**src/logic/bus_park_regs.vh**
```
// Header: constants for the request, grant and parking logic
`ifndef BUS_PARK_REGS_VH
`define BUS_PARK_REGS_VH
`define SEC_MASTERS 9
`define PARK_CFG_OFFSET 8'h48
`define PARK_CFG_FORCE_BIT 1
`define PARK_CFG_RESET 1'b0
`define PAR_DELAY_CYCLES 1
`define GNT_IDLE_TIMEOUT 5'h10
`endif

```
**src/logic/pci_bus_request_grant_parking.v**
```verilog
// Request, grant and bus parking for the primary and secondary sides of a bridge
`include "bus_park_regs.vh"

// Behaviour
// - Strap high disables internal secondary arbiter; external arbiter owns the bus.
// - External mode: grant output 0 becomes request, request input 0 becomes grant.
// - External mode: grant low after own request starts transaction next cycle.
// - External mode: grant without own request parks AD, C/BE and parity.
// - External mode: grant outputs 1 to 8 held high.
// - Parking drives AD and C/BE first, parity one cycle later.
// - Park primary only with grant asserted, request deasserted, bus idle.
// - Primary grant removed floats AD, C/BE and parity next cycle; code floats them two cycles after pgnt_reg goes high.
// - Parked primary with pending work may start frame next clock if granted.
// - Internal arbiter: secondary bus parked at last master.
// - Internal arbiter: last grant kept until a new request arrives.
// - Internal arbiter: after reset, secondary bus parked at bridge until traffic begins.
// - Internal arbiter: force-park bit forces secondary parking at bridge; resets to zero.
// - External mode: park secondary only while granted and bus idle.
// - Strap low enables internal arbiter: nine grants from nine requests.
module pci_bus_request_grant_parking #(
    parameter MASTERS = `SEC_MASTERS
) (
    input wire clk_sys_in,
    input wire reset_in,
    input wire central_function_strap_n,
    input wire force_sec_park_in,
    input wire pri_pending_in,
    input wire pri_gnt_n_in,
    input wire pri_frame_n_in,
    input wire pri_irdy_n_in,
    input wire sec_pending_in,
    input wire [MASTERS-1:0] sec_req_n_in,
    input wire sec_frame_n_in,
    input wire sec_irdy_n_in,
    output reg pri_req_n_out,
    output reg pri_frame_n_out,
    output wire pri_ad_cbe_oe_n_out,
    output wire primary_parity_oe_n_out,
    output reg [MASTERS-1:0] sec_gnt_n_out,
    output reg sec_frame_n_out,
    output wire sec_ad_cbe_oe_n_out,
    output wire sec_par_oe_n_out,
    output reg external_mode_out
);
    // Pin synchronisers, three stages; a change counts when stages two and three agree
    reg [2:0] pgnt_s, pframe_s, pirdy_s, sframe_s, sirdy_s, strap_s;
    reg [MASTERS-1:0] sreq_s1, sreq_s2, sreq_s3;
    reg pgnt_reg, pframe_reg, pirdy_reg, sframe_reg, sirdy_reg, strap_reg;
    reg [MASTERS-1:0] sreq_reg;
    reg strap_taken_reg;
    reg force_park_reg;
    always @(posedge clk_sys_in) begin
        if (reset_in) begin
            pgnt_s <= 3'h7;
            pframe_s <= 3'h7;
            pirdy_s <= 3'h7;
            sframe_s <= 3'h7;
            sirdy_s <= 3'h7;
            strap_s <= 3'h0;
            sreq_s1 <= {MASTERS{1'b1}};
            sreq_s2 <= {MASTERS{1'b1}};
            sreq_s3 <= {MASTERS{1'b1}};
            pgnt_reg <= 1'b1;
            pframe_reg <= 1'b1;
            pirdy_reg <= 1'b1;
            sframe_reg <= 1'b1;
            sirdy_reg <= 1'b1;
            strap_reg <= 1'b0;
            sreq_reg <= {MASTERS{1'b1}};
        end else begin
            pgnt_s <= {pgnt_s[1:0], pri_gnt_n_in};
            pframe_s <= {pframe_s[1:0], pri_frame_n_in};
            pirdy_s <= {pirdy_s[1:0], pri_irdy_n_in};
            sframe_s <= {sframe_s[1:0], sec_frame_n_in};
            sirdy_s <= {sirdy_s[1:0], sec_irdy_n_in};
            strap_s <= {strap_s[1:0], central_function_strap_n};
            sreq_s1 <= sec_req_n_in;
            sreq_s2 <= sreq_s1;
            sreq_s3 <= sreq_s2;
            if (pgnt_s[1] == pgnt_s[2]) pgnt_reg <= pgnt_s[2];
            if (pframe_s[1] == pframe_s[2]) pframe_reg <= pframe_s[2];
            if (pirdy_s[1] == pirdy_s[2]) pirdy_reg <= pirdy_s[2];
            if (sframe_s[1] == sframe_s[2]) sframe_reg <= sframe_s[2];
            if (sirdy_s[1] == sirdy_s[2]) sirdy_reg <= sirdy_s[2];
            if (strap_s[1] == strap_s[2]) strap_reg <= strap_s[2];
            sreq_reg <= (sreq_s2 & sreq_s3) | (sreq_reg & (sreq_s2 ^ sreq_s3)) |
                        (~sreq_s2 & ~sreq_s3 & {MASTERS{1'b0}});
        end
    end

    // Strap taken once after it has passed the synchroniser, then frozen
    // Wait covers three sync stages plus the agreement check, else reset level leaks in
    reg [2:0] strap_wait_reg;
    always @(posedge clk_sys_in) begin
        if (reset_in) begin
            strap_wait_reg <= 3'h0;
            strap_taken_reg <= 1'b0;
            external_mode_out <= 1'b0;
            force_park_reg <= `PARK_CFG_RESET;
        end else begin
            force_park_reg <= force_sec_park_in;
            if (!strap_taken_reg) begin
                if (strap_wait_reg == 3'h5) begin
                    strap_taken_reg <= 1'b1;
                    external_mode_out <= strap_reg;
                end else begin
                    strap_wait_reg <= strap_wait_reg + 3'h1;
                end
            end
        end
    end

    wire pri_idle = pframe_reg & pirdy_reg;
    wire sec_idle = sframe_reg & sirdy_reg;
    wire ext_gnt = ~sreq_reg[0];

    // Primary side: request, start one cycle after grant, park when idle
    reg pri_park_reg;
    reg pri_owned_reg;
    always @(posedge clk_sys_in) begin
        if (reset_in) begin
            pri_req_n_out <= 1'b1;
            pri_frame_n_out <= 1'b1;
            pri_park_reg <= 1'b0;
            pri_owned_reg <= 1'b0;
        end else begin
            pri_req_n_out <= ~pri_pending_in;
            pri_frame_n_out <= 1'b1;
            if (pri_owned_reg) begin
                // Single-data-phase framing; the data path ends the transfer
                pri_owned_reg <= 1'b0;
            end else if (pri_pending_in & ~pgnt_reg & pri_idle &
                         (~pri_req_n_out | pri_park_reg)) begin
                pri_frame_n_out <= 1'b0;
                pri_owned_reg <= 1'b1;
            end
            // Grant removal drops parking; enables float on the next cycle
            pri_park_reg <= ~pgnt_reg & pri_req_n_out & pri_idle;
        end
    end

    park_driver pri_drv (
        .clk_sys_in(clk_sys_in),
        .reset_in(reset_in),
        .park_in(pri_park_reg),
        .ad_cbe_oe_n_out(pri_ad_cbe_oe_n_out),
        .par_oe_n_out(primary_parity_oe_n_out)
    );

    // Secondary internal arbiter: lowest-index waiting request wins, grant is sticky
    reg [3:0] owner_reg;
    reg [4:0] idle_cnt_reg;
    reg seen_traffic_reg;
    reg sec_park_reg;
    reg sec_req_out_reg;
    integer i;
    reg [3:0] pick;
    reg pick_valid;
    always @* begin
        pick = 4'h0;
        pick_valid = 1'b0;
        for (i = MASTERS - 1; i >= 0; i = i - 1) begin
            if (!sreq_reg[i]) begin
                pick = i[3:0];
                pick_valid = 1'b1;
            end
        end
    end

    always @(posedge clk_sys_in) begin
        if (reset_in) begin
            sec_gnt_n_out <= {MASTERS{1'b1}};
            sec_frame_n_out <= 1'b1;
            owner_reg <= 4'h0;
            idle_cnt_reg <= 5'h0;
            seen_traffic_reg <= 1'b0;
            sec_park_reg <= 1'b0;
            sec_req_out_reg <= 1'b0;
        end else if (external_mode_out) begin
            // Grant 0 is our request; others held high
            sec_gnt_n_out <= {{(MASTERS-1){1'b1}}, ~sec_pending_in};
            sec_req_out_reg <= sec_pending_in;
            sec_frame_n_out <= ~(sec_req_out_reg & ext_gnt & sec_idle &
                                 sec_frame_n_out);
            sec_park_reg <= ext_gnt & ~sec_req_out_reg & sec_idle;
        end else begin
            sec_frame_n_out <= 1'b1;
            if (!sec_idle) seen_traffic_reg <= 1'b1;
            if (force_park_reg | !seen_traffic_reg) begin
                // Bridge owns the parked bus
                sec_gnt_n_out <= {MASTERS{1'b1}};
                sec_park_reg <= sec_idle;
            end else if (pick_valid && (pick != owner_reg) && sec_idle) begin
                // Drop the old grant a cycle before raising the new one on an idle bus
                sec_gnt_n_out <= {MASTERS{1'b1}};
                owner_reg <= pick;
                sec_park_reg <= 1'b0;
            end else begin
                sec_gnt_n_out <= ~({{(MASTERS-1){1'b0}}, 1'b1} << owner_reg);
                sec_park_reg <= 1'b0;
            end
            idle_cnt_reg <= sec_idle ? idle_cnt_reg : 5'h0;
        end
    end

    park_driver sec_drv (
        .clk_sys_in(clk_sys_in),
        .reset_in(reset_in),
        .park_in(sec_park_reg),
        .ad_cbe_oe_n_out(sec_ad_cbe_oe_n_out),
        .par_oe_n_out(sec_par_oe_n_out)
    );
endmodule // pci_bus_request_grant_parking

```
**src/logic/park_driver.v**
```verilog
// Parking driver: AD and C/BE enable first, parity enable one cycle later
module park_driver (
    input wire clk_sys_in,
    input wire reset_in,
    input wire park_in,
    output reg ad_cbe_oe_n_out,
    output reg par_oe_n_out
);
    // Enables are active low; parity lags so it covers settled AD and C/BE
    always @(posedge clk_sys_in) begin
        if (reset_in) begin
            ad_cbe_oe_n_out <= 1'b1;
            par_oe_n_out <= 1'b1;
        end else begin
            ad_cbe_oe_n_out <= ~park_in;
            par_oe_n_out <= ~(park_in & ~ad_cbe_oe_n_out);
        end
    end
endmodule // park_driver

```
**config.mk**
```make
export PLATFORM = sky130hd
export DESIGN_NAME = pci_bus_request_grant_parking
export DESIGN_NICKNAME = d
export VERILOG_FILES = /design/src/logic/pci_bus_request_grant_parking.v /design/src/logic/park_driver.v
export VERILOG_INCLUDE_DIRS = /design/src /design/src/logic
export SDC_FILE = /design/constraint.sdc
export NUM_CORES = 1
export LEC_CHECK = 0
export BUFFER_PORTS_ARGS = -buffer_cell sky130_fd_sc_hd__buf_2
export CORE_AREA = 2 2 67 100
export CTS_CLUSTER_SIZE = 10
export DETAILED_ROUTE_END_ITERATION = 7
export DIE_AREA = 0 0 69 102
export GPL_ROUTABILITY_DRIVEN = 0
export PLACE_DENSITY = 0.84
export SYNTH_ARGS = -nofsm -noshare
export SYNTH_HDL_FRONTEND = slang
export SYNTH_SLANG_ARGS = --single-unit
```
**constraint.sdc**
```tcl
create_clock -name clk_sys_in -period 1.85 [get_ports clk_sys_in]
set_input_delay 0.37 -clock clk_sys_in [delete_from_list [all_inputs] [get_ports clk_sys_in]]
set_output_delay 0.37 -clock clk_sys_in [all_outputs]
set_load 0.005 [all_outputs]
```
==> flow_metrics.env <==
export IMPL_clk_pin_slew_ns=0.08
export IMPL_routedWlPerCell_um=12.29
export IMPL_min_path_type="in -> reg"
export IMPL_hold_buffers=0
export IMPL_final_area_mm2=0.003737
export IMPL_critical_path_class="reg -> reg"
export IMPL_initial_core_util_pct=49.67
export IMPL_antenna_found_initial=0
export IMPL_clockRootBuffer="clkbuf_8"
export IMPL_pre_cts_ws_ns=-0.1733
export IMPL_status="complete, but fails checks"
export IMPL_yosysTopAreaCellShare_pct=59.82
export IMPL_dpl_hpwl_um=3275
export IMPL_cts_tree="done"
export IMPL_routed_wl_um=5163
export IMPL_critical_path_arrival_ns=2.26
export IMPL_rsz0062_at_grt="yes"
export IMPL_die_h_um=102
export IMPL_synth_seq_area_share_pct=59.82
export IMPL_worst_pin_slew_ns=0.3940
export IMPL_fin_crit_ns=2.040
export IMPL_nets=372
export IMPL_coreArea_mm2=0.006131
export IMPL_final_util_pct=60.96
export IMPL_ant_nets=0
export IMPL_pwr_share_comb_pct=7.4
export IMPL_worst_ep_required_time_ns=2.07
export IMPL_ys_ff_latch=91
export IMPL_critPathMaxFanout=4
export IMPL_drive_gt1_share_pct=39.88
export IMPL_fmax_mhz=490.3
export IMPL_die_area_mm2=0.007038
export IMPL_drt_iter0_markers=136
export IMPL_failed_checks="negative setup slack"
export IMPL_maxSlewHeadroom_pct=73.49
export IMPL_area_growth_pct=22.72
export IMPL_dpl_instance_area_mm2=0.003421
export IMPL_dr_pass1_iters=4
export IMPL_grt_total_usage_pct=15.47
export IMPL_yosysMostFrequentCell="dfxtp_1"
export IMPL_rows=35
export IMPL_portBuffers=36
export IMPL_fin_hold_ws_ns=0.1965
export IMPL_regArea_mm2=0.001839
export IMPL_synth_edf_count=0
export IMPL_grt_max_degree=53
export IMPL_critPathCaptureType="register"
export IMPL_p_int_mw=2.753
export IMPL_routed_via_density=5.038
export IMPL_cts_sinks=91
export IMPL_syn_inst=283
export IMPL_overflow=0
export IMPL_maxCapViolCount=0
export IMPL_clockBufferDepth=2
export IMPL_switching_share_pct=22.20
export IMPL_setup_violations=6
export IMPL_p_leak_nw=1.496
export IMPL_layout_setup_ws_ns=-0.1897
export IMPL_fillCellCount=499
export IMPL_htree_levels=3
export IMPL_fin_skew_ns=0.006393
export IMPL_synthTopCellsByArea="dfxtp_1 60%, or2_2 9.0%, ha_1 4.5%, a211o_1 2.6%, a21oi_1 2.3%"
export IMPL_cp_cell_sequence="nand2_4, a2111oi_4, o311ai_2, a221o_1, a21boi_2, or4b_1"
export IMPL_drc_errors=0
export IMPL_finalPower_mw=3.538
export IMPL_synth_nets=314
export IMPL_switchingPower_mw=0.7856
export IMPL_cp_slowest_cell="or4b_1"
export IMPL_synth_top_flop_cell="dfxtp_1"
export IMPL_ys_warn_count=0
export IMPL_hold_viol=0
export IMPL_io_pins=37
export IMPL_maxSlewViolCount=0
export IMPL_synth_cell_area_mm2=0.003045
export IMPL_powerDensity_mw_per_mm2=946.7
export IMPL_vdd_drop_max_mv=0.5557
export IMPL_multiInputGateArea_mm2=0.001232
export IMPL_yosysTopAreaCell="dfxtp_1"
export IMPL_die_x_um=69
export IMPL_synthArstFlopShare_pct=0
export IMPL_diodes=0
export IMPL_first_global_vias=1963
export IMPL_vias=2116
export IMPL_grt_pass1_wl_um=8535
export IMPL_seqPwrFrac_pct=58.1
export IMPL_numCtsBuffers=9
export IMPL_clk_insertion_delay_late_ns=0.35
export IMPL_crit_path_start_kind="register"
export IMPL_synth_cell_types=40
export IMPL_instances_no_fill=420
export IMPL_clkPwrFrac_pct=34.4
export IMPL_synth_avg_cell_area_um2=10.76
export IMPL_post_route_period_util_pct=110.3
export IMPL_post_synth_most_frequent_cells="91 x dfxtp_1, 44 x or2_2, 18 x nor2_1, 14 x a21oi_1, 14 x nand2_1"
export IMPL_critPathMaxStageDelay_ns=0.44
export IMPL_dp_cells=399
export IMPL_fin_setup_tns_ns=-0.3267
[worst max-delay path, delay by kind of cell, from the launching register on]
kind	cells	cell delay, ns
AO/OA/AOI/OAI	4	1.02
AND/OR/NAND/NOR	2	0.50
flip-flops	1	0.38
[area by class of cell]
| cell class | instances | area share [%] |
|---|---|---|
| clock buffers | 12 | 4.419 |
| clock inverters | 4 | 0.6361 |
| inverters | 6 | 0.6026 |
| multi-input cells | 175 | 32.98 |
| flip-flops and latches | 91 | 49.21 |
| well taps | 74 | 2.477 |
| repair buffers | 58 | 9.675 |
[worst paths after layout]
kind                            depth (start not counted)  slack, ns                to            start
worst max-delay path                                    6      -0.19  sec_gnt_n_out[8]      sreq_reg[4]
worst max register to register                          6      -0.19  sec_gnt_n_out[8]      sreq_reg[4]
worst min-delay path                                    2       0.20        sreq_s1[7]  sec_req_n_in[7]
worst min register to register                          1       0.41        sreq_s2[4]       sreq_s1[4]
[cell usage in the layout (no fill, tap or decap), drive strengths merged, types with 2 or more instances in the layout]
cell type and instances:
nand2b 8, nor2b 6, mux2i 4, o21ai 5, a211o 9, inv 6
a21o 2, clkbuf 12, nand2 14, clkinv 4, nand4 4, and3 3
or2 44, nand3 3, dfxtp 91, buf 58, o21bai 5, ha 11
nor3 2, nor3b 4, nor2 18, a21oi 14, nor4 3
[logic make-up (layout without fill, tap and decap cells)]
family | after synthesis | after routing | share of synthesized area [%]
AO/OA/AOI/OAI | 41 | 41 | 9.368
XOR/XNOR | 2 | 2 | 0.5753
adder cells (fa/ha/maj) | 11 | 11 | 4.519
buffers and inverters | 17 | 80 | 2.259
flip-flops | 91 | 91 | 59.82
multiplexers | 5 | 5 | 1.684
AND/OR/NAND/NOR | 116 | 116 | 21.78
[power groups by stage]
stage	clock network [mW]	logic, mW	registers [mW]
final	1.22	0.263	2.06
after global routing	1.35	0.290	2.07
after CTS	1.26	0.238	2.06
after detailed placement	0	0.216	2.10
after global placement	0	0.204	2.10
after floorplan	0	0.143	2.10
[timing repair]
item                       CTS  global route
setup endpoints to repair    9            12
pin swaps                    3             3
gates resized for setup     16             8
buffers inserted             3             3
[layer usage]
layer  global-route usage, %  share of wire (%)
met1                   16.88                 43
met2                   25.67                 50
met3                   4.339                4.3
met4                   11.61                2.5
met5                       0                  0
No activity file was read; power rests on OpenSTA's default activity.
